===== src/pkg/ccm_map.vh =====
`ifndef CCM_MAP_VH
`define CCM_MAP_VH
// register word indices (printed offsets are not all multiples of four,
// so each printed offset is an index and the byte address is four times it)
`define CCM_IDX_CTRL 8'h0c
`define CCM_IDX_COLL 8'h0e
`define CCM_IDX_MODE 8'h11
`define CCM_IDX_IRQ_STAT 8'h20
`define CCM_IDX_IRQ_MASK 8'h21
`define CCM_IDX_STATUS 8'h22
`define CCM_ADDR_W 10
// control register fields
`define CCM_CTRL_HALT 7
`define CCM_CTRL_GO 6
`define CCM_CTRL_IDCOPY 5
`define CCM_CTRL_RESET 8'h00
// collision fixed pattern
`define CCM_COLL_FIXED 3'h5
// mode register fields
`define CCM_MODE_RESET 8'h3b
`define CCM_MODE_ORDER 7
`define CCM_MODE_SYNC 6
`define CCM_MODE_RSV3 3
`define CCM_MODE_DETOFF 2
// sync byte
`define CCM_SYNC_BYTE 8'hf0
// identifier length in bytes
`define CCM_ID_LEN 4'ha
`define CCM_ID_LAST 4'h9
// interrupt status bits
`define CCM_IRQ_SIGIN 0
`define CCM_IRQ_IDDONE 1
`define CCM_IRQ_TMR 2
`define CCM_IRQ_W 3
`endif


===== src/rtl/ccm_regs.v =====
// Operation
// - writing 1 to the halt strobe stops the timer; it reads back as 0
// - writing 1 to the go strobe starts the timer; it reads back as 0
// - writing 1 to the copy bit pushes the ten identifier bytes to queue
// - the copy bit clears itself when the last byte has been pushed
// - bits 2 to 0 of control report valid bits of last received byte
// - zero in that field means the whole last byte is valid
// - collision register top three bits read as 1, 0, 1
// - order bit 1 makes the checksum unit run high bit first, reversed
// - during radio traffic the order bit is ignored
// - sync bit 1 keeps the receiver off until byte f0 is seen
// - sync bit 1 makes the transmitter send f0 before frame data
// - mode register resets to 3b, all bits read and write
// - mode bit 3 going from 1 to 0 raises the signal-in event
// - detector disable bit 1 switches the mode detector off
// - mode detector runs only during the anticollision command
// - control register sits at 0c and resets to 00
`timescale 1ns/1ps
`include "ccm_map.vh"
module ccm_regs (
  // clock and reset
  input wire CLK,
  input wire RESET_N,
  // apb slave
  input wire PSEL,
  input wire PENABLE,
  input wire PWRITE,
  input wire [`CCM_ADDR_W-1:0] PADDR,
  input wire [31:0] PWDATA,
  output reg [31:0] PRDATA,
  output reg PREADY,
  output reg PSLVERR,
  // core status inputs
  input wire [2:0] RX_FINAL_BIT_COUNT,
  input wire [4:0] COLL_POS_RAW,
  input wire RF_ACTIVE,
  input wire AUTO_ANTICOLLISION_CMD,
  input wire [7:0] RX_BYTE,
  input wire RX_BYTE_VALID,
  input wire RX_FRAME_END,
  input wire [7:0] CARD_IDENTIFIER_BYTE,
  input wire QUEUE_READY,
  // timer control
  output reg TIMER_HALT_STROBE,
  output reg TIMER_GO_STROBE,
  // identifier copy to queue
  output reg [3:0] CARD_IDENTIFIER_INDEX,
  output reg [7:0] QUEUE_WDATA,
  output reg QUEUE_WRITE,
  // mode controls
  output reg CRC_HIGH_BIT_ORDER,
  output reg SYNC_BYTE_ENABLE,
  output reg SYNC_SEND_FIRST,
  output reg RX_ENABLE,
  output reg MODE_DETECTOR_ON,
  output reg SIGNAL_IN_ACTIVE_EVENT,
  // interrupt
  output reg IRQ
);

  // copy machine states
  localparam [1:0] ST_IDLE = 2'b01;
  localparam [1:0] ST_COPY = 2'b10;

  reg [7:0] mode_reg;
  reg [7:0] mode_next;
  reg id_copy_to_queue_reg;
  reg [1:0] state_reg;
  reg [1:0] state_next;
  reg [3:0] idx_reg;
  reg [3:0] idx_next;
  reg [`CCM_IRQ_W-1:0] stat_reg;
  reg [`CCM_IRQ_W-1:0] mask_reg;
  reg rx_hunt_reg;
  reg [31:0] rdata;
  reg decode_ok;
  reg [`CCM_IRQ_W-1:0] ev;
  wire acc = PSEL & PENABLE & PREADY;
  wire wr = acc & PWRITE;
  wire rd = acc & ~PWRITE;
  wire [7:0] idx = PADDR[`CCM_ADDR_W-1:2];
  wire wr_ctrl = wr & (idx == `CCM_IDX_CTRL);
  wire wr_mode = wr & (idx == `CCM_IDX_MODE);
  wire rd_stat = rd & (idx == `CCM_IDX_IRQ_STAT);
  wire copy_last = (state_reg == ST_COPY) & QUEUE_WRITE & QUEUE_READY &
    (idx_reg == `CCM_ID_LAST);

  // read mux; strobes always read back as zero
  always @* begin
    rdata = 32'h0000_0000;
    decode_ok = 1'b1;
    case (idx)
      `CCM_IDX_CTRL: begin
        // count passes through raw; 0 already means full byte
        rdata[7:0] = {2'b00, id_copy_to_queue_reg, 2'b00,
          RX_FINAL_BIT_COUNT};
      end
      `CCM_IDX_COLL: begin
        rdata[7:0] = {`CCM_COLL_FIXED, COLL_POS_RAW};
      end
      `CCM_IDX_MODE: begin
        rdata[7:0] = mode_reg;
      end
      `CCM_IDX_IRQ_STAT: begin
        rdata[`CCM_IRQ_W-1:0] = stat_reg;
      end
      `CCM_IDX_IRQ_MASK: begin
        rdata[`CCM_IRQ_W-1:0] = mask_reg;
      end
      `CCM_IDX_STATUS: begin
        rdata[3:0] = {rx_hunt_reg, MODE_DETECTOR_ON, state_reg};
      end
      default: begin
        decode_ok = 1'b0;
      end
    endcase
  end

  // apb answer: one wait state, error on unmapped address
  always @(posedge CLK or negedge RESET_N) begin
    if (!RESET_N) begin
      PREADY <= 1'b0;
      PRDATA <= 32'h0000_0000;
      PSLVERR <= 1'b0;
    end else begin
      PREADY <= PSEL & PENABLE & ~PREADY;
      PSLVERR <= PSEL & PENABLE & ~PREADY & ~decode_ok;
      if (PSEL & PENABLE & ~PREADY & ~PWRITE) begin
        PRDATA <= rdata;
      end
    end
  end

  // mode register next value
  always @* begin
    mode_next = mode_reg;
    if (wr_mode) begin
      mode_next = PWDATA[7:0];
    end
  end

  // copy machine next state
  always @* begin
    state_next = state_reg;
    idx_next = idx_reg;
    case (state_reg)
      ST_IDLE: begin
        if (wr_ctrl & PWDATA[`CCM_CTRL_IDCOPY]) begin
          state_next = ST_COPY;
          idx_next = 4'h0;
        end
      end
      ST_COPY: begin
        if (QUEUE_WRITE & QUEUE_READY) begin
          if (copy_last) begin
            state_next = ST_IDLE;
          end else begin
            idx_next = idx_reg + 4'h1;
          end
        end
      end
      default: begin
        state_next = ST_IDLE;
      end
    endcase
  end

  // events: mode bit 3 falling, copy done, any timer strobe
  always @* begin
    ev = {`CCM_IRQ_W{1'b0}};
    ev[`CCM_IRQ_SIGIN] = mode_reg[`CCM_MODE_RSV3] &
      ~mode_next[`CCM_MODE_RSV3];
    ev[`CCM_IRQ_IDDONE] = copy_last;
    ev[`CCM_IRQ_TMR] = wr_ctrl & (PWDATA[`CCM_CTRL_HALT] |
      PWDATA[`CCM_CTRL_GO]);
  end

  // registers and outputs
  always @(posedge CLK or negedge RESET_N) begin
    if (!RESET_N) begin
      mode_reg <= `CCM_MODE_RESET;
      id_copy_to_queue_reg <= 1'b0;
      state_reg <= ST_IDLE;
      idx_reg <= 4'h0;
      stat_reg <= {`CCM_IRQ_W{1'b0}};
      mask_reg <= {`CCM_IRQ_W{1'b0}};
      rx_hunt_reg <= 1'b0;
      TIMER_HALT_STROBE <= 1'b0;
      TIMER_GO_STROBE <= 1'b0;
      CARD_IDENTIFIER_INDEX <= 4'h0;
      QUEUE_WDATA <= 8'h00;
      QUEUE_WRITE <= 1'b0;
      CRC_HIGH_BIT_ORDER <= 1'b0;
      SYNC_BYTE_ENABLE <= 1'b0;
      SYNC_SEND_FIRST <= 1'b0;
      RX_ENABLE <= 1'b1;
      MODE_DETECTOR_ON <= 1'b0;
      SIGNAL_IN_ACTIVE_EVENT <= 1'b0;
      IRQ <= 1'b0;
    end else begin
      mode_reg <= mode_next;
      state_reg <= state_next;
      idx_reg <= idx_next;
      id_copy_to_queue_reg <= (state_next == ST_COPY);
      // halt wins if both strobes written together
      TIMER_HALT_STROBE <= wr_ctrl & PWDATA[`CCM_CTRL_HALT];
      TIMER_GO_STROBE <= wr_ctrl & PWDATA[`CCM_CTRL_GO] &
        ~PWDATA[`CCM_CTRL_HALT];
      // queue push stands while the consumer stalls; the byte is fetched
      // one cycle ahead of the push so data always matches the index
      CARD_IDENTIFIER_INDEX <= idx_next;
      QUEUE_WRITE <= (QUEUE_WRITE & ~QUEUE_READY) |
        ((state_reg == ST_COPY) & ~QUEUE_WRITE);
      QUEUE_WDATA <= CARD_IDENTIFIER_BYTE;
      // radio traffic uses its protocol order regardless of the bit
      CRC_HIGH_BIT_ORDER <= mode_next[`CCM_MODE_ORDER] &
        ~RF_ACTIVE;
      SYNC_BYTE_ENABLE <= mode_next[`CCM_MODE_SYNC];
      SYNC_SEND_FIRST <= mode_next[`CCM_MODE_SYNC];
      // hunt for f0 after each frame end while sync is on
      if (!mode_next[`CCM_MODE_SYNC]) begin
        rx_hunt_reg <= 1'b0;
      end else if (RX_BYTE_VALID && RX_BYTE == `CCM_SYNC_BYTE) begin
        rx_hunt_reg <= 1'b0;
      end else if (RX_FRAME_END || !mode_reg[`CCM_MODE_SYNC]) begin
        rx_hunt_reg <= 1'b1;
      end
      RX_ENABLE <= ~rx_hunt_reg | ~mode_next[`CCM_MODE_SYNC];
      MODE_DETECTOR_ON <= AUTO_ANTICOLLISION_CMD &
        ~mode_next[`CCM_MODE_DETOFF];
      SIGNAL_IN_ACTIVE_EVENT <= ev[`CCM_IRQ_SIGIN];
      if (wr & (idx == `CCM_IDX_IRQ_MASK)) begin
        mask_reg <= PWDATA[`CCM_IRQ_W-1:0];
      end
      // new events win over the read clear
      stat_reg <= (rd_stat ? {`CCM_IRQ_W{1'b0}} : stat_reg) | ev;
      IRQ <= |(((rd_stat ? {`CCM_IRQ_W{1'b0}} : stat_reg) | ev) &
        mask_reg);
    end
  end

endmodule


===== config.mk =====
export PLATFORM = sky130hd
export DESIGN_NAME = ccm_regs
export DESIGN_NICKNAME = d
export VERILOG_FILES = /design/src/rtl/ccm_regs.v
export VERILOG_INCLUDE_DIRS = /design/src /design/src/pkg
export SDC_FILE = /design/constraint.sdc
export NUM_CORES = 1
export LEC_CHECK = 0
export BUFFER_PORTS_ARGS = -buffer_cell sky130_fd_sc_hd__buf_4
export CAP_MARGIN = 5
export CORE_UTILIZATION = 47
export CTS_CLUSTER_SIZE = 20
export DETAILED_ROUTE_END_ITERATION = 7
export GPL_ROUTABILITY_DRIVEN = 0
export HOLD_SLACK_MARGIN = 0.05
export PLACE_DENSITY = 0.82
export SLEW_MARGIN = 20
export SYNTH_ARGS = -nofsm -noshare
export SYNTH_HDL_FRONTEND = slang
export SYNTH_SLANG_ARGS = --single-unit

===== constraint.sdc =====
create_clock -name CLK -period 4.6 [get_ports CLK]
set_input_delay 0.23 -clock CLK [delete_from_list [all_inputs] [get_ports CLK]]
set_output_delay 0.23 -clock CLK [all_outputs]
set_load 0.005 [all_outputs]

==> reports/metrics.cfg, run 1 <==
[outcome]
run_status=complete, no violations

[die]
core_um2=4880
dieWidth_um=74.3
row_count=25
die-area_um2=5510
start_util_pct=50.3
io_pins=132
fp.dieH_um=74.3

[detailed_routing]
wl_per_cell_um=15.6
vias_per_cell=5.44
drt_iter0_markers=172
wirelength_um=6030
route.top_layer_used=met4
wl_met2_um=3240
met3WireLength_um=460
wl_met1_um=2250
vias=2101
ant_nets=0
drc_errors=0
first_pass_iters=4

[logic_synthesis]
syn-cell-area_um2=2450
synth-compound-area-share_pct=13.5
yosys_warnings=0
synth-xor-area-share_pct=0
synth_cell_types=54
synth-edff-count=0
synth_seq_cells=48
synth_top_family_by_area=simple AND/OR/NAND/NOR gates
yosys.area.top_type_share_pct=41.8
ys.flop_type=dfrtp_1
yosys.area.top_type=dfrtp_1
syn_avg_cell_area_um2=10.7
netlist_top_cells_area=dfrtp_1 42%, buf_4 7.6%, dfstp_2 7.5%
synth_adder_area_share_pct=2.04
async_reset_ff_share_pct=100
synthCells=230
synthSimpleGateAreaFrac_pct=17.5
muxShareOfSynthArea_pct=7.09
yosysSeqAreaShare_pct=49.3

[clocking]
clkSinkCount=48
cts-htree-levels=2
clk_path_buf_depth=2
cts_tree=built
cts_buffers=5
cts_resized=0
path_clk_slew_ns=0.09
clock_latency_ns=0.31
post-cts-setup-buffer-count=0
cts_root_buffer=clkbuf_8

[sta]
hold_viol_final=0
worstMarginPinSlew_ns=1.03
fin_crit_sh_pct=42.5
slew_headroom_pct=30.7
timing.setup.tns_ns=0
slew_viol_final=0
min_period_ns=1.95
finClkSkew_ns=0.0126
setup_viol_count_final=0
rsz0062_at_grt=no
fmax_mhz=512

[critical_path]
start_kind=register
critPathMaxFanout=7
worstPathRequired_ns=4.81
worstPathArrival_ns=2.17
reg2reg_from=PREADY
regToRegSetupSlack_ns=2.65
crit_type=reg2reg
regToRegEndpoint=id_copy_to_queue_reg
cp-end-kind=register
r2r_cells=4

[hold_path]
hp-start=RF_ACTIVE
hold_path.class=in2reg
whs_path_depth=2
min_to=CRC_HIGH_BIT_ORDER

[power_and_ir_drop]
p_leak_nw=1.56
power_density_nw_per_um2=291
ir_drop_v=0.000194

[global_routing]
grt-ovfl-total=0
antenna_found_initial=0
first_global_vias=1958
grt_max_degree=49
grt_use_total_pct=23.6
grt_pass1_wl_um=9430

[place]
postPlaceCellArea_um2=3010
portBuffers=81
dpl.hpwl_um=4320

[finish]
area_growth_pct=31.2
fill_cells=421
finalNetCount=398
drive_gt1_share_pct=34.5
num_antenna_cells=0
final_area_um2=3220

[run]
maxCapViolCount=0

repair_timing:
item / CTS / global route
hold endpoints to repair: 49 / 0
hold buffers: 9 / 0
endpoints found under the setup margin: 0 / 0
kinds of logic after synthesis:
group | Yosys count
AOI/OAI and AO/OA | 43
other | 1
and+or+nand+nor | 78
buffers and inverters | 40
DFF | 48
muxes | 16
adders and majority gates | 4
metrics by stage:
stage                     utilization [%]  worst slack, ns  power [mW]  hold slack, ns  cells
final                                66.0             2.65       0.937          0.0624    386
after global routing                 66.0             2.39       0.977          0.0565    386
after CTS                            66.0             2.69       0.939          0.0616    386
after detailed placement             61.6             2.53       0.612           0.273    369
after global placement               61.6             2.53       0.607           0.276    369
after floorplan                         -             2.77       0.544         -0.0656    253
per-layer routing:
metal	global-route usage, %	vias up
met5	0	-
met4	9.22	0
met3	4.47	8
met2	41.1	98
met1	28.9	1020
li1	-	975
placed cells by master, fill, tap and decap left out, types with 3 or more instances in the layout:
cell type,instances
ha_1,4
conb_1,24
dfrtp_1,41
nand2_1,11
dfstp_2,7
o2bb2ai_1,3
a32oi_1,5
buf_4,81
a221oi_1,4
nor3_1,8
dlygate4sd3_1,9
clkbuf_8,6
a31oi_1,4
nand3_1,6
nor4_1,3
mux2_2,11
nor2_1,19
a21o_1,4
and3_1,4
o21ai_0,3
inv_1,8
nand4_1,3
a21oi_1,6
mux2i_1,5
or3_1,3
and2_1,4
cells in the mapped netlist (5+ instances only):
master	count
nand3_1	6
buf_4	25
dfrtp_1	41
nor2_1	19
dfstp_2	7
mux2i_1	5
nor3_1	8
inv_1	8
a21oi_1	6
nand2_1	11
mux2_2	11
a32oi_1	5
how the worst max path moves through the flow:
stage / startpoint / endpoint / slack (ns) / cells after the start
finish: PREADY / id_copy_to_queue_reg / 2.65 / 4
global route: PREADY / idx_reg[1] / 2.39 / 4
CTS: state_reg[0] / IRQ / 2.69 / 6
floorplan: PADDR[6] / IRQ / 2.77 / 5
global placement: PADDR[6] / IRQ / 2.53 / 5
detailed placement: PADDR[6] / IRQ / 2.53 / 5
report_power, final:
group	internal [mW]	total (mW)	switching, mW
Sequential	0.445	0.458	0.0128
Combinational	0.0788	0.155	0.0759
Clock	0.178	0.324	0.146
final cells by class:
type                       instances  area [um^2]  area share (%)
clock buffer                       6         82.6            2.57
timing repair buffer              90          698            21.7
tap                               67         83.8            2.60
clock inverter                     2         38.8            1.20
multi-input combinational        165         1080            33.4
sequential                        48         1210            37.6
inverter                           8         30.0           0.933
critical path, stage by stage (launching register included):
cell and delay [ns]:
dfrtp_1 0.47, nand4_1 0.28, o41ai_1 0.69, a2bb2oi_1 0.17, nor3_1 0.24
Note: power is estimated with default switching activity, not from simulation.
==> run 2: changes to the inputs <==
Settings changed: CORE_UTILIZATION 47 to 45, PLACE_DENSITY 0.82 to 0.79.
Clock period 4.6 ns to 1.9 ns, I/O delays scaled along.
==> run 2 against run 1 <==
Clock-buffer cell count decreased by 1; core utilization increased by 1.1 points; clock skew decreased by 0.0057 ns; power increased by 140%; largest cell class unchanged; critical path depth increased by 2; highest routed layer unchanged.
==> reports/metrics.cfg, run 2 (synthesized netlist as in run 1, its figures left out) <==
[outcome]
run_status=complete, no violations  ; unchanged

[clocking]
cts-htree-levels=2  ; unchanged
path_clk_slew_ns=0.09  ; about the same
cts_buffers=5  ; unchanged
clkSinkCount=48  ; unchanged
clk_path_buf_depth=2  ; unchanged
clock_latency_ns=0.31  ; about the same
cts_tree=built  ; unchanged
cts_root_buffer=clkbuf_8  ; unchanged

[die]
die-area_um2=5750  ; was 5510 um^2
core_um2=5170  ; was 4880 um^2
row_count=26  ; was 25
start_util_pct=47.4  ; was 50.3%
dieWidth_um=75.8  ; was 74.3 um
io_pins=132  ; unchanged
fp.dieH_um=75.8  ; was 74.3 um

[place]
place_inst=389  ; was 369
pre_cts_slack_ns=0.0420  ; was 2.53 ns
dpl.hpwl_um=4430  ; was 4320 um
portBuffers=81  ; unchanged

[sta]
fmax_mhz=555  ; was 512 MHz
worstMarginPinSlew_ns=0.602  ; was 1.03 ns
min_period_ns=1.80  ; was 1.95 ns
fin_crit_sh_pct=94.7  ; was 42.5%
timing.setup.tns_ns=0  ; unchanged
setup_viol_count_final=0  ; unchanged
slew_headroom_pct=59.9  ; was 30.7%
fin_ws_ns=0.0998  ; was 2.65 ns
rsz0062_at_grt=no  ; unchanged
hold_viol_final=0  ; unchanged
slew_viol_final=0  ; unchanged
finClkSkew_ns=0.00697  ; was 0.0126 ns

[critical_path]
crit_type=reg2reg  ; unchanged
worstPathArrival_ns=2.00  ; was 2.17 ns
cp-end-kind=register  ; unchanged
crit_buf_inv=1  ; was 0
cpPeakStageDelay_ns=0.57  ; was 0.69 ns
critPathMaxFanout=4  ; was 7
cp_cell_sequence=inv_1 > ha_1 > and3_1 > and2_1 > a22o_1 > a221o_1  ; was nand4_1 > o41ai_1 > a2bb2oi_1 > nor3_1
slowest_stage=dfstp_2  ; was o41ai_1
critPathTopFamily=flip-flops  ; was compound AO/OA/AOI/OAI gates
worstPathRequired_ns=2.10  ; was 4.81 ns
start_kind=register  ; unchanged

[power_and_ir_drop]
switching_share_pct=25.6  ; was 25.1%
p_int_mw=1.70  ; was 0.702 mW
comb_power_share_pct=17.8  ; was 16.5%
ir_drop_v=0.000390  ; was 0.000194 V
p_switching_mw=0.584  ; was 0.235 mW
p_leak_nw=1.69  ; was 1.56 nW
power_density_nw_per_um2=658  ; was 291 nW/um^2
seq_power_share_pct=48.7  ; was 48.9%
power.share.clock_pct=33.4  ; was 34.6%

[run]
maxCapViolCount=0  ; unchanged

[detailed_routing]
drc_errors=0  ; unchanged
ant_nets=0  ; unchanged
wl_per_cell_um=14.7  ; was 15.6 um
first_pass_iters=4  ; unchanged
vias_per_cell=5.23  ; was 5.44
vias=2188  ; was 2101
drt_iter0_markers=177  ; was 172
wirelength_um=6150  ; was 6030 um

[finish]
final_core_util_pct=67.0  ; was 66.0%
final_common_cell=buf_4  ; unchanged
final_cell_mix=99 x buf_4, 41 x dfrtp_1, 24 x conb_1, 20 x dlygate4sd3_1, 19 x nor2_1  ; was 81 x buf_4, 41 x dfrtp_1, 24 x conb_1, 19 x nor2_1
area_growth_pct=41.3  ; was 31.2%
finalNetCount=427  ; was 398
instances_no_fill=418  ; was 386
num_antenna_cells=0  ; unchanged
drive_gt1_share_pct=37.1  ; was 34.5%

[global_routing]
first_global_vias=2028  ; was 1958
grt_pass1_wl_um=9630  ; was 9430 um
antenna_found_initial=0  ; unchanged
grt_max_degree=49  ; unchanged
grt-ovfl-total=0  ; unchanged
grt_use_total_pct=22.9  ; was 23.6%

[hold_path]
hold_path.class=in2reg  ; unchanged

## run 2: timing repair
action,4_1_cts,5_1_grt
endpoints found under the hold margin,65,0
buffers inserted,0,1
hold buffers,20,0
resized for setup,0,1
setup endpoints to repair,0,7
## run 2: power by group through the flow
stage / sequential (mW) / combinational, mW / clock, mW
4_1_cts: 1.11 / 0.405 / 0.776
3_3_place_gp: 1.13 / 0.364 / 0
3_5_place_dp: 1.13 / 0.371 / 0
2_1_floorplan: 1.13 / 0.189 / 0
5_1_grt: 1.12 / 0.455 / 0.811
6_report: 1.11 / 0.407 / 0.763
## run 2: final timing paths
| path | startpoint | to | slack, ns | cells after the start |
|---|---|---|---|---|
| hold / removal | PWDATA[5] | mode_reg[5] | 0.07 | 2 |
| max in group asynchronous | RESET_N | mode_reg[7] | 1.16 | 2 |
| setup / recovery | state_reg[0] | IRQ | 0.1 | 6 |
| hold reg to reg | rx_hunt_reg | RX_ENABLE | 0.46 | 1 |
| setup reg to reg | state_reg[0] | IRQ | 0.1 | 6 |
| min in group asynchronous | RESET_N | idx_reg[2] | 0.32 | 2 |
## run 2: final cells by class
cell class	count	area, um^2
inverter	8	30.0
timing repair buffer	119	943
clock buffer	5	68.8
clock inverter	3	46.3
tap	70	87.6
sequential	48	1210
multi-input combinational	165	1080
fill	398	1710
## run 2: through the flow
stage	hold WS [ns]	area (um^2)	total power, mW
2_1_floorplan	-0.201	2540	1.32
3_3_place_gp	0.138	3140	1.49
3_5_place_dp	0.139	3140	1.50
4_1_cts	0.0626	3450	2.29
5_1_grt	0.0678	3470	2.38
6_report	0.0711	3470	2.28
## run 2: layer usage
layer | share of wire, % | vias to the layer above | global-route usage (%) | wire length (um)
met5 | 0 | - | 0 | 0
met4 | 0.93 | 0 | 6.17 | 57
met3 | 5.7 | 7 | 4.10 | 349
met2 | 53 | 92 | 40.7 | 3280
met1 | 40 | 1059 | 28.5 | 2460
li1 | - | 1030 | - | -
